File: config.mk
export PLATFORM = sky130hd
export DESIGN_NAME = cam_mode_ctrl
export DESIGN_NICKNAME = d
export VERILOG_FILES = /design/src/cam_pkg.sv /design/src/cam_mode_ctrl.sv
export SDC_FILE = /design/constraint.sdc
export NUM_CORES = 1
export LEC_CHECK = 0
export ABC_CLOCK_PERIOD_IN_PS = 16460
export BUFFER_PORTS_ARGS = -buffer_cell sky130_fd_sc_hd__clkbuf_2
export CAP_MARGIN = 20
export CORE_MARGIN = 5
export CORE_UTILIZATION = 35
export CTS_CLUSTER_DIAMETER = 60
export DETAILED_ROUTE_END_ITERATION = 7
export PLACE_DENSITY = 0.53
export SLEW_MARGIN = 25
export SYNTH_ARGS = -nofsm -noshare
export SYNTH_HDL_FRONTEND = slang
export SYNTH_SLANG_ARGS = --single-unit
File: constraint.sdc
create_clock -name core_clk -period 16.46 [get_ports core_clk]
set_input_delay 0 -clock core_clk [delete_from_list [all_inputs] [get_ports core_clk]]
set_output_delay 0 -clock core_clk [all_outputs]
set_load 0.02 [all_outputs]
File: src/cam_pkg.sv
// constants of the counter array mode control block
package cam_pkg;
   localparam int NMOD = 6;
   localparam int WDT_MOD = 5;
   // register map, byte offsets on the 8-bit register port
   localparam logic [7:0] OFF_MODE0    = 8'hda;
   localparam logic [7:0] OFF_MODE1    = 8'hdb;
   localparam logic [7:0] OFF_MODE2    = 8'hdc;
   localparam logic [7:0] OFF_MODE3    = 8'hdd;
   localparam logic [7:0] OFF_MODE4    = 8'hde;
   localparam logic [7:0] OFF_MODE5    = 8'hce;
   localparam logic [7:0] OFF_CNT_LO   = 8'hf9;
   localparam logic [7:0] OFF_CTRL     = 8'h80;
   localparam logic [7:0] OFF_IRQ_STAT = 8'h81;
   localparam logic [7:0] OFF_IRQ_CLR  = 8'h82;
   localparam logic [7:0] OFF_IRQ_EN   = 8'h83;
   localparam logic [7:0] OFF_CNT_HI   = 8'h84;
   localparam logic [7:0] OFF_CMP_LO   = 8'h90;
   localparam logic [7:0] OFF_CMP_HI   = 8'ha0;
   // mode register fields
   localparam int B_WIDE   = 7;
   localparam int B_CMP    = 6;
   localparam int B_RISE   = 5;
   localparam int B_FALL   = 4;
   localparam int B_MATCH  = 3;
   localparam int B_TOGGLE = 2;
   localparam int B_PWM    = 1;
   localparam int B_IRQM   = 0;
   // control register fields
   localparam int B_RUN    = 0;
   localparam int B_WDT    = 1;
   localparam int B_CLS_LO = 2;
   localparam int B_CLS_HI = 3;
   // cycle length codes
   localparam logic [1:0] CLS_8  = 2'h0;
   localparam logic [1:0] CLS_9  = 2'h1;
   localparam logic [1:0] CLS_10 = 2'h2;
   localparam logic [7:0]  RST_BYTE   = 8'h00;
   localparam logic [15:0] RST_WORD   = 16'h0000;
   localparam logic [5:0]  RST_FLAGS  = 6'h00;
   localparam logic [7:0]  CNT_LO_TOP = 8'hff;
   localparam logic [15:0] MASK_8  = 16'h00ff;
   localparam logic [15:0] MASK_9  = 16'h01ff;
   localparam logic [15:0] MASK_10 = 16'h03ff;
   localparam logic [15:0] MASK_11 = 16'h07ff;
endpackage

File: src/cam_mode_ctrl.sv
// mode control of the six capture/compare modules and the shared counter
//
// What this block does
// RQ1 - with pulse width output on, the wide select bit picks 8..11-bit (clear) or 16-bit (set).
// RQ2 - a module's comparator acts only while its compare enable bit is one.
// RQ3 - with rising capture enabled, every rising input edge causes a capture.
// RQ4 - with falling capture enabled, every falling input edge causes a capture.
// RQ5 - with match flag enabled, a counter match with the module value sets its event flag.
// RQ6 - with toggle enabled, a counter match inverts the module output pin.
// RQ7 - toggle and pulse width enabled together give frequency output mode.
// RQ8 - pulse width enabled drives a pulse width waveform of the selected width on the pin.
// RQ9 - an event flag requests an interrupt only while the module's mask bit is one.
// RQ10 - while the watchdog is enabled, writes to module 5 mode are ignored and it is the watchdog.
// RQ11 - software disables the watchdog before changing module 5 mode or function.
// RQ12 - the counter low byte register reads and writes counter bits 7:0.
// RQ13 - while the watchdog is enabled, writes to the counter low byte have no effect.
// RQ14 - the watchdog enable bit dedicates module 5 to the watchdog; clear leaves it off.
// RQ15 - outside 16-bit mode the cycle length code gives 8, 9, 10 (or 11) bit cycles.
// RQ16 - each enabled capture edge copies the counter into the module value and sets its flag.
// RQ17 - reset clears every mode register and the counter, so all functions start disabled.
//
// Decided for this implementation: the address-and-strobe port.
`timescale 1ns/10ps
module cam_mode_ctrl (
   // clock and reset
   input  wire logic        core_clk,
   input  wire logic        rst,
   // register port
   input  wire logic [7:0]  reg_addr,
   input  wire logic [7:0]  reg_wdata,
   input  wire logic        reg_wr,
   input  wire logic        reg_rd,
   output logic      [7:0]  reg_rdata,
   // module pins
   input  wire logic [5:0]  module_input_pin,
   output logic      [5:0]  module_output_pin,
   output logic      [5:0]  module_output_oe,
   // system outputs
   output logic             irq,
   output logic             wdt_expire
);
   logic [7:0]  mode_r [cam_pkg::NMOD];
   logic [15:0] cap_r  [cam_pkg::NMOD];
   logic [15:0] cnt_r;
   logic [7:0]  ctrl_r;
   logic [5:0]  flag_r;
   logic [5:0]  irq_en_r;
   logic [5:0]  pin_prev_r;
   logic [5:0]  out_r;
   logic [5:0]  oe_r;
   logic [7:0]  rdata_r;
   logic        irq_r;
   logic        wdt_exp_r;
   logic [7:0]  rdata_nxt;
   logic [5:0]  out_nxt;
   logic [5:0]  rise;
   logic [5:0]  fall;
   logic [5:0]  cap_evt;
   logic [5:0]  match;
   logic [5:0]  freq_hit;
   logic        wdt_on;
   logic        run;
   logic [15:0] pwm_mask;

   // index of a module mode register, or NMOD when the address is not one
   function automatic logic [2:0] mode_index(input logic [7:0] a);
      logic [2:0] idx;
      idx = 3'(cam_pkg::NMOD);
      if (a == cam_pkg::OFF_MODE0) idx = 3'h0;
      if (a == cam_pkg::OFF_MODE1) idx = 3'h1;
      if (a == cam_pkg::OFF_MODE2) idx = 3'h2;
      if (a == cam_pkg::OFF_MODE3) idx = 3'h3;
      if (a == cam_pkg::OFF_MODE4) idx = 3'h4;
      if (a == cam_pkg::OFF_MODE5) idx = 3'h5;
      return idx;
   endfunction

   // index inside a block of six registers starting at base, or NMOD outside it
   function automatic logic [2:0] block_index(input logic [7:0] a, input logic [7:0] base);
      logic [7:0] d;
      d = a - base;
      return (d < 8'(cam_pkg::NMOD)) ? d[2:0] : 3'(cam_pkg::NMOD);
   endfunction

   // compare mask of the pulse width cycle
   function automatic logic [15:0] cycle_mask(input logic [1:0] cls);
      case (cls)
         cam_pkg::CLS_8:  return cam_pkg::MASK_8;
         cam_pkg::CLS_9:  return cam_pkg::MASK_9;
         cam_pkg::CLS_10: return cam_pkg::MASK_10;
         default:         return cam_pkg::MASK_11;
      endcase
   endfunction

   assign wdt_on   = ctrl_r[cam_pkg::B_WDT];
   assign run      = ctrl_r[cam_pkg::B_RUN];
   // RQ15 cycle length select
   assign pwm_mask = cycle_mask(ctrl_r[cam_pkg::B_CLS_HI:cam_pkg::B_CLS_LO]);

   // RQ3 RQ4 edge detection
   assign rise = module_input_pin & ~pin_prev_r;
   assign fall = ~module_input_pin & pin_prev_r;

   always_comb begin
      for (int n = 0; n < cam_pkg::NMOD; n++) begin
         cap_evt[n]  = (mode_r[n][cam_pkg::B_RISE] & rise[n])
                     | (mode_r[n][cam_pkg::B_FALL] & fall[n]);
         // RQ2 comparator gated
         match[n]    = mode_r[n][cam_pkg::B_CMP] && (cnt_r == cap_r[n]);
         freq_hit[n] = mode_r[n][cam_pkg::B_CMP] && mode_r[n][cam_pkg::B_TOGGLE]
                     && mode_r[n][cam_pkg::B_PWM] && (cnt_r[7:0] == cap_r[n][7:0]);
      end
   end

   // pin outputs
   always_comb begin
      out_nxt = out_r;
      for (int n = 0; n < cam_pkg::NMOD; n++) begin
         if (mode_r[n][cam_pkg::B_CMP]) begin
            if (mode_r[n][cam_pkg::B_TOGGLE] && mode_r[n][cam_pkg::B_PWM]) begin
               // RQ7 frequency output
               if (freq_hit[n])
                  out_nxt[n] = ~out_r[n];
            end else if (mode_r[n][cam_pkg::B_PWM]) begin
               // RQ8 RQ1 pulse width, low below the compare value
               if (mode_r[n][cam_pkg::B_WIDE])
                  out_nxt[n] = (cnt_r >= cap_r[n]);
               else
                  out_nxt[n] = ((cnt_r & pwm_mask) >= (cap_r[n] & pwm_mask));
            end else if (mode_r[n][cam_pkg::B_TOGGLE] && match[n]) begin
               // RQ6 toggle on match
               out_nxt[n] = ~out_r[n];
            end
         end
      end
   end

   always_ff @(posedge core_clk or posedge rst) begin
      if (rst) begin
         out_r <= cam_pkg::RST_FLAGS;
         oe_r  <= cam_pkg::RST_FLAGS;
      end else begin
         out_r <= out_nxt;
         for (int n = 0; n < cam_pkg::NMOD; n++)
            oe_r[n] <= mode_r[n][cam_pkg::B_TOGGLE] | mode_r[n][cam_pkg::B_PWM];
      end
   end

   always_ff @(posedge core_clk or posedge rst) begin
      if (rst)
         pin_prev_r <= cam_pkg::RST_FLAGS;
      else
         pin_prev_r <= module_input_pin;
   end

   // RQ17 mode registers
   always_ff @(posedge core_clk or posedge rst) begin
      if (rst) begin
         for (int n = 0; n < cam_pkg::NMOD; n++)
            mode_r[n] <= cam_pkg::RST_BYTE;
      end else if (reg_wr) begin
         for (int n = 0; n < cam_pkg::NMOD; n++) begin
            // RQ10 module 5 locked while the watchdog runs
            if (!(n == cam_pkg::WDT_MOD && wdt_on)) begin
               if (mode_index(reg_addr) == 3'(n))
                  mode_r[n] <= reg_wdata;
               else if (block_index(reg_addr, cam_pkg::OFF_CMP_HI) == 3'(n))
                  mode_r[n][cam_pkg::B_CMP] <= 1'b1;
            end
         end
      end
   end

   // capture/compare values; capture beats a software write in the same cycle
   always_ff @(posedge core_clk or posedge rst) begin
      if (rst) begin
         for (int n = 0; n < cam_pkg::NMOD; n++)
            cap_r[n] <= cam_pkg::RST_WORD;
      end else begin
         for (int n = 0; n < cam_pkg::NMOD; n++) begin
            if (cap_evt[n])
               // RQ16 capture copy
               cap_r[n] <= cnt_r;
            else if (freq_hit[n])
               cap_r[n][7:0] <= cap_r[n][7:0] + cap_r[n][15:8];
            else if (reg_wr && block_index(reg_addr, cam_pkg::OFF_CMP_LO) == 3'(n))
               cap_r[n][7:0] <= reg_wdata;
            else if (reg_wr && block_index(reg_addr, cam_pkg::OFF_CMP_HI) == 3'(n))
               cap_r[n][15:8] <= reg_wdata;
         end
      end
   end

   // shared counter
   always_ff @(posedge core_clk or posedge rst) begin
      if (rst)
         cnt_r <= cam_pkg::RST_WORD;
      // RQ12 RQ13 low byte write, locked by the watchdog
      else if (reg_wr && reg_addr == cam_pkg::OFF_CNT_LO && !wdt_on)
         cnt_r[7:0] <= reg_wdata;
      else if (run)
         cnt_r <= cnt_r + 16'h0001;
   end

   // control: while the watchdog runs only its enable bit may change
   always_ff @(posedge core_clk or posedge rst) begin
      if (rst)
         ctrl_r <= cam_pkg::RST_BYTE;
      else if (reg_wr && reg_addr == cam_pkg::OFF_CTRL) begin
         // RQ14 watchdog enable
         if (wdt_on)
            ctrl_r[cam_pkg::B_WDT] <= reg_wdata[cam_pkg::B_WDT];
         else
            ctrl_r <= reg_wdata & 8'h0f;
      end
   end

   // event flags: a set in the same cycle as a clear wins
   always_ff @(posedge core_clk or posedge rst) begin
      if (rst)
         flag_r <= cam_pkg::RST_FLAGS;
      else begin
         for (int n = 0; n < cam_pkg::NMOD; n++) begin
            // RQ5 RQ16 flag set
            if (cap_evt[n] || (match[n] && mode_r[n][cam_pkg::B_MATCH]))
               flag_r[n] <= 1'b1;
            else if (reg_wr && reg_addr == cam_pkg::OFF_IRQ_CLR && reg_wdata[n])
               flag_r[n] <= 1'b0;
         end
      end
   end

   always_ff @(posedge core_clk or posedge rst) begin
      if (rst)
         irq_en_r <= cam_pkg::RST_FLAGS;
      else if (reg_wr && reg_addr == cam_pkg::OFF_IRQ_EN)
         irq_en_r <= reg_wdata[5:0];
   end

   // RQ9 masked interrupt request
   always_ff @(posedge core_clk or posedge rst) begin
      if (rst)
         irq_r <= 1'b0;
      else begin
         irq_r <= 1'b0;
         for (int n = 0; n < cam_pkg::NMOD; n++)
            if (flag_r[n] && irq_en_r[n] && mode_r[n][cam_pkg::B_IRQM])
               irq_r <= 1'b1;
      end
   end

   // RQ14 module 5 as watchdog: expiry when the low byte is at its top while the high byte equals its value
   always_ff @(posedge core_clk or posedge rst) begin
      if (rst)
         wdt_exp_r <= 1'b0;
      else
         wdt_exp_r <= wdt_on && run && cnt_r[7:0] == cam_pkg::CNT_LO_TOP
                      && cnt_r[15:8] == cap_r[cam_pkg::WDT_MOD][15:8];
   end

   // read data, valid only in the cycle after the strobe
   always_comb begin
      rdata_nxt = cam_pkg::RST_BYTE;
      if (mode_index(reg_addr) != 3'(cam_pkg::NMOD))
         rdata_nxt = mode_r[mode_index(reg_addr)];
      else if (block_index(reg_addr, cam_pkg::OFF_CMP_LO) != 3'(cam_pkg::NMOD))
         rdata_nxt = cap_r[block_index(reg_addr, cam_pkg::OFF_CMP_LO)][7:0];
      else if (block_index(reg_addr, cam_pkg::OFF_CMP_HI) != 3'(cam_pkg::NMOD))
         rdata_nxt = cap_r[block_index(reg_addr, cam_pkg::OFF_CMP_HI)][15:8];
      else begin
         case (reg_addr)
            // RQ12 low byte read
            cam_pkg::OFF_CNT_LO:   rdata_nxt = cnt_r[7:0];
            cam_pkg::OFF_CNT_HI:   rdata_nxt = cnt_r[15:8];
            cam_pkg::OFF_CTRL:     rdata_nxt = ctrl_r;
            cam_pkg::OFF_IRQ_STAT: rdata_nxt = {2'h0, flag_r};
            cam_pkg::OFF_IRQ_EN:   rdata_nxt = {2'h0, irq_en_r};
            default:               rdata_nxt = cam_pkg::RST_BYTE;
         endcase
      end
   end

   always_ff @(posedge core_clk or posedge rst) begin
      if (rst)
         rdata_r <= cam_pkg::RST_BYTE;
      else if (reg_rd)
         rdata_r <= rdata_nxt;
      else
         rdata_r <= cam_pkg::RST_BYTE;
   end

   assign reg_rdata         = rdata_r;
   assign module_output_pin = out_r;
   assign module_output_oe  = oe_r;
   assign irq               = irq_r;
   assign wdt_expire        = wdt_exp_r;

   // checks on the registers and pins
   AST_MODE5_LOCK: assert property (@(posedge core_clk) disable iff (rst) // RQ10
      reg_wr && reg_addr == cam_pkg::OFF_MODE5 && wdt_on |=> $stable(mode_r[cam_pkg::WDT_MOD]))
      else $error("module 5 mode changed while watchdog enabled");

   AST_CNT_LOCK: assert property (@(posedge core_clk) disable iff (rst) // RQ13
      reg_wr && reg_addr == cam_pkg::OFF_CNT_LO && wdt_on && !run |=> $stable(cnt_r))
      else $error("counter low byte written while watchdog enabled");

   // a software write beats counting, so the new low byte must stand even while running
   AST_CNT_WRITE: assert property (@(posedge core_clk) disable iff (rst) // RQ12
      reg_wr && reg_addr == cam_pkg::OFF_CNT_LO && !wdt_on
      |=> cnt_r[7:0] == $past(reg_wdata))
      else $error("counter low byte write lost");

   AST_CNT_READ: assert property (@(posedge core_clk) disable iff (rst) // RQ12
      reg_rd && reg_addr == cam_pkg::OFF_CNT_LO
      |=> reg_rdata == $past(cnt_r[7:0]))
      else $error("counter low byte read wrong");

   // read data must not linger, the bus has no valid qualifier
   AST_RDATA_IDLE: assert property (@(posedge core_clk) disable iff (rst) // RQ12
      !reg_rd |=> reg_rdata == cam_pkg::RST_BYTE)
      else $error("read data outside the read cycle");

   AST_WDT_ONLY: assert property (@(posedge core_clk) disable iff (rst) // RQ14
      wdt_exp_r |-> $past(wdt_on) && $past(run)
      && $past(cnt_r[7:0]) == cam_pkg::CNT_LO_TOP)
      else $error("watchdog expiry without a running watchdog");

   AST_IRQ_MASK: assert property (@(posedge core_clk) disable iff (rst) // RQ9
      irq_r |-> $past(|(flag_r & irq_en_r)))
      else $error("interrupt without an enabled flag");

   for (genvar g = 0; g < cam_pkg::NMOD; g++) begin : g_chk
      AST_CAP_RISE: assert property (@(posedge core_clk) disable iff (rst) // RQ3
         mode_r[g][cam_pkg::B_RISE] && rise[g]
         |=> cap_r[g] == $past(cnt_r) && flag_r[g])
         else $error("rising edge capture missed");

      AST_CAP_FALL: assert property (@(posedge core_clk) disable iff (rst) // RQ4
         mode_r[g][cam_pkg::B_FALL] && fall[g]
         |=> cap_r[g] == $past(cnt_r) && flag_r[g])
         else $error("falling edge capture missed");

      AST_MATCH_FLAG: assert property (@(posedge core_clk) disable iff (rst) // RQ5
         mode_r[g][cam_pkg::B_CMP] && mode_r[g][cam_pkg::B_MATCH] && cnt_r == cap_r[g]
         |=> flag_r[g])
         else $error("match did not set the event flag");

      AST_NO_CMP: assert property (@(posedge core_clk) disable iff (rst) // RQ2
         !mode_r[g][cam_pkg::B_CMP] |=> out_r[g] == $past(out_r[g]))
         else $error("output moved with comparator disabled");

      AST_TOGGLE: assert property (@(posedge core_clk) disable iff (rst) // RQ6
         match[g] && mode_r[g][cam_pkg::B_TOGGLE] && !mode_r[g][cam_pkg::B_PWM]
         |=> out_r[g] != $past(out_r[g]))
         else $error("toggle on match missed");

      AST_PWM16: assert property (@(posedge core_clk) disable iff (rst) // RQ1
         mode_r[g][cam_pkg::B_CMP] && mode_r[g][cam_pkg::B_PWM]
         && mode_r[g][cam_pkg::B_WIDE] && !mode_r[g][cam_pkg::B_TOGGLE]
         |=> out_r[g] == ($past(cnt_r) >= $past(cap_r[g])))
         else $error("16-bit pulse width level wrong");

      AST_PWM_SHORT: assert property (@(posedge core_clk) disable iff (rst) // RQ8
         mode_r[g][cam_pkg::B_CMP] && mode_r[g][cam_pkg::B_PWM]
         && !mode_r[g][cam_pkg::B_WIDE] && !mode_r[g][cam_pkg::B_TOGGLE]
         |=> out_r[g] == (($past(cnt_r) & $past(pwm_mask))
                          >= ($past(cap_r[g]) & $past(pwm_mask))))
         else $error("short pulse width level wrong");

      // capture wins over the step, so only a plain hit is checked for the step
      AST_FREQ: assert property (@(posedge core_clk) disable iff (rst) // RQ7
         freq_hit[g] && !cap_evt[g]
         |=> out_r[g] != $past(out_r[g])
             && cap_r[g][7:0] == 8'($past(cap_r[g][7:0]) + $past(cap_r[g][15:8])))
         else $error("frequency output step missed");

      AST_FLAG_HOLD: assert property (@(posedge core_clk) disable iff (rst) // RQ5
         flag_r[g] && !(reg_wr && reg_addr == cam_pkg::OFF_IRQ_CLR && reg_wdata[g])
         |=> flag_r[g])
         else $error("event flag dropped without a clear");
   end
endmodule

==> results.sh <==
export IMPL_synth_cell_types=85
export IMPL_clk_latency_ps=570
export IMPL_cp_arrival_ps=3870
export IMPL_drv_slew=0
export IMPL_drv_cap=0
export IMPL_crit_path_max_fanout=14
export IMPL_period_needed_ps=3430
export IMPL_via_count=14900
export IMPL_die_area_um2=50500
export IMPL_skew_ps=16.4
export IMPL_crit_start="cnt_r[0]"
export IMPL_tritoncts="built"
export IMPL_p_leak_uw=0.00788
export IMPL_synth_fp_nets=2007
export IMPL_routedWlPerCell_um=26.3
export IMPL_final_cell_mix="dfrtp_1, nand2_1, ha_1"
export IMPL_yosysSeqAreaShare=0.316
export IMPL_grt_first_pass_wirelength_mm=95.1
export IMPL_synthCells=1816
export IMPL_postSynthAreaPerCell_um2=8.88
export IMPL_overflow=0
export IMPL_status="finished clean"
export IMPL_hpwl_mm=46.1
export IMPL_reg2reg_from="cnt_r[0]"
export IMPL_final_cells=2459
export IMPL_final_nets=2027
export IMPL_rows=78
export IMPL_drt_iter0_markers=1600
export IMPL_yosysWarnings=0
export IMPL_start_util=0.355
export IMPL_fin_crit_sh=0.209
export IMPL_cts_buffer_depth=3
export IMPL_port_buffers=47
export IMPL_path_class="flop to flop"
export IMPL_area_growth_syn_to_layout_pct=12.0
export IMPL_slowest_stage="dfrtp_1"
export IMPL_die_h_um=225
export IMPL_synth_edff_count=0
export IMPL_die_x_um=225
export IMPL_min_from="reg_wdata[4]"
export IMPL_wl_mm=64.6
export IMPL_place_gp_congestion=0.969
export IMPL_crit_path_end_kind="flop"
export IMPL_dr_pass1_iters=6
export IMPL_setup_viol=0
export IMPL_vdd_drop_max_mv=0.0756
export IMPL_clkTransAtPathRegs_ps=60
export IMPL_clock_sinks=204
export IMPL_clockRootBuffer="clkbuf_16"
export IMPL_start_kind="flop"
export IMPL_tns_ps=0
export IMPL_layout_commonest_cell="dfrtp_1"
export IMPL_io_pin_count=48
export IMPL_layout_drive_gt1_share=0.120
export IMPL_grt_use_total=0.248
export IMPL_total_power_uw=1780
export IMPL_ys_flop_type="dfrtp_1"
export IMPL_cts_buffers=28
export IMPL_crit_top_cell="nand4_1"
export IMPL_h_tree_depth=1
export IMPL_crit_chain="inv_1 -> ha_1 -> nand4_1 -> nor2_1 -> nand4_1 -> nand2_1 -> mux2i_1 -> o21ai_0"
export IMPL_pwr_density_cell_nw_per_um2=98.3
export IMPL_synthArstFlopShare=1.00
export IMPL_grt_pass1_vias=14300
export IMPL_ant_nets=0
export IMPL_holdWs_ps=40.4
export IMPL_rsz0062_at_grt="no"
export IMPL_cp_required_ps=16890
export IMPL_slew_headroom=0.356
export IMPL_max_freq_mhz=291
export IMPL_grt_antenna_before_repair=1
export IMPL_routed_via_density=6.06
export IMPL_fin_util=0.397
export IMPL_hold_path_class="input port to flop"
export IMPL_ys_ff_latch=204
export IMPL_tightest_slew_ps=963
export IMPL_dp_cells=2397
export IMPL_syn_area_um2=16100
export IMPL_hold_viol_final=0
export IMPL_coreArea_um2=45500
export IMPL_grt_max_degree=86
export IMPL_postCtsSetupBuffers=0
export IMPL_drc=0
export IMPL_max_stage_delay_ps=710
sequential cells by signal, indices dropped and copies added (netlist names):
| register | cells |
|---|---|
| cap_r | 96 |
| mode_r | 48 |
| cnt_r | 16 |
| reg_rdata | 8 |
| flag_r | 6 |
| irq_en_r | 6 |
| module_output_oe | 6 |
| module_output_pin | 6 |
| pin_prev_r | 6 |
| ctrl_r | 4 |
| irq | 1 |
| wdt_expire | 1 |
logic make-up (layout without fill, tap and decap cells):
logic type	count (synthesis)	in the layout	share of synthesized area
other cells	0	2	0
mux	148	148	0.106
simple gates	551	551	0.174
flops	204	204	0.316
fa+ha+maj	165	165	0.131
buf+inv	215	256	0.0530
xor+xnor	40	40	0.0229
compound gates	493	493	0.197
report_power, final:
part / switching [uW] / total, uW / internal (uW)
Combinational: 288 / 478 / 190
Sequential: 87.8 / 640 / 553
Clock: 255 / 658 / 403
through the flow:
stage	setup WS (ps)	cell area (um2)
floorplan	10890	16100
detailed placement	13130	17000
global route	12820	18100
global placement	13260	17000
finish	13030	18100
CTS	13130	18100
routing by layer:
metal	track usage	vias to the layer above	routed length [um]
met3	0.0338	179	4580
met5	0	-	0
li1	-	6746	-
met4	0.107	0	3280
met1	0.344	7320	27700
met2	0.390	646	29000
final cells by class:
cell class | instances | area, um2
antenna | 2 | 5.00
clock buffer | 36 | 792
clock inverter | 15 | 203
fill | 4541 | 27400
inverter | 119 | 454
multi-input combinational | 1397 | 10200
sequential | 204 | 5100
tap | 600 | 751
timing repair buffer | 86 | 553
Yosys cell counts (all sizes together), types with 6 or more instances:
cell       n  share of area
a2111oi    6         0.0033
and2       6         0.0023
o21bai     7         0.0033
a21oi     91          0.028
nor3      51          0.021
o31a       7         0.0038
a31oi     15         0.0058
and3      18         0.0070
o21a      15         0.0070
nor4      10         0.0057
dfrtp    204           0.32
o2111ai    8         0.0043
and4       7         0.0038
o211ai    11         0.0051
o22ai      6         0.0023
o311ai    19          0.010
o21ai    171          0.053
nand3     53          0.017
nor2b     24         0.0093
nand4     31          0.012
buf       35          0.011
mux4      14          0.020
xnor2     25          0.015
nand2b    10         0.0045
nor3b      7         0.0040
nand3b     6         0.0028
or2       10         0.0039
clkbuf    61          0.014
nor2      99          0.023
inv      118          0.027
mux2i     93          0.058
ha       159           0.12
a221o     10         0.0062
a21o      27          0.013
o31ai      8         0.0037
xor2      15         0.0081
a211o      6         0.0033
fa         6         0.0074
mux2      41          0.029
nand2    199          0.047
a22oi     16         0.0074
a211oi    26          0.012
timing repair:
action / 4_1_cts / 5_1_grt
hold endpoints to repair: 99 / 0
hold buffers: 9 / 0
gates resized for setup: 0 / 0
final timing paths:
check / endpoint / slack [ps] / depth (start not counted)
min reg2reg: mode_r[12] / 500 / 2
min: cap_r[44] / 40 / 4
max: cap_r[78] / 13030 / 8
min in group asynchronous: cap_r[11] / 50 / 3
max in group asynchronous: cap_r[43] / 14340 / 5
max reg2reg: cap_r[78] / 13030 / 8
critical path: cells and delay by family (launching register included):
family          cells  cell delay [ps]
flops               1              710
buf+inv             1              400
mux                 1              230
compound gates      1              110
simple gates        4             1460
fa+ha+maj           1              410
(Power assumes the default switching activity.)
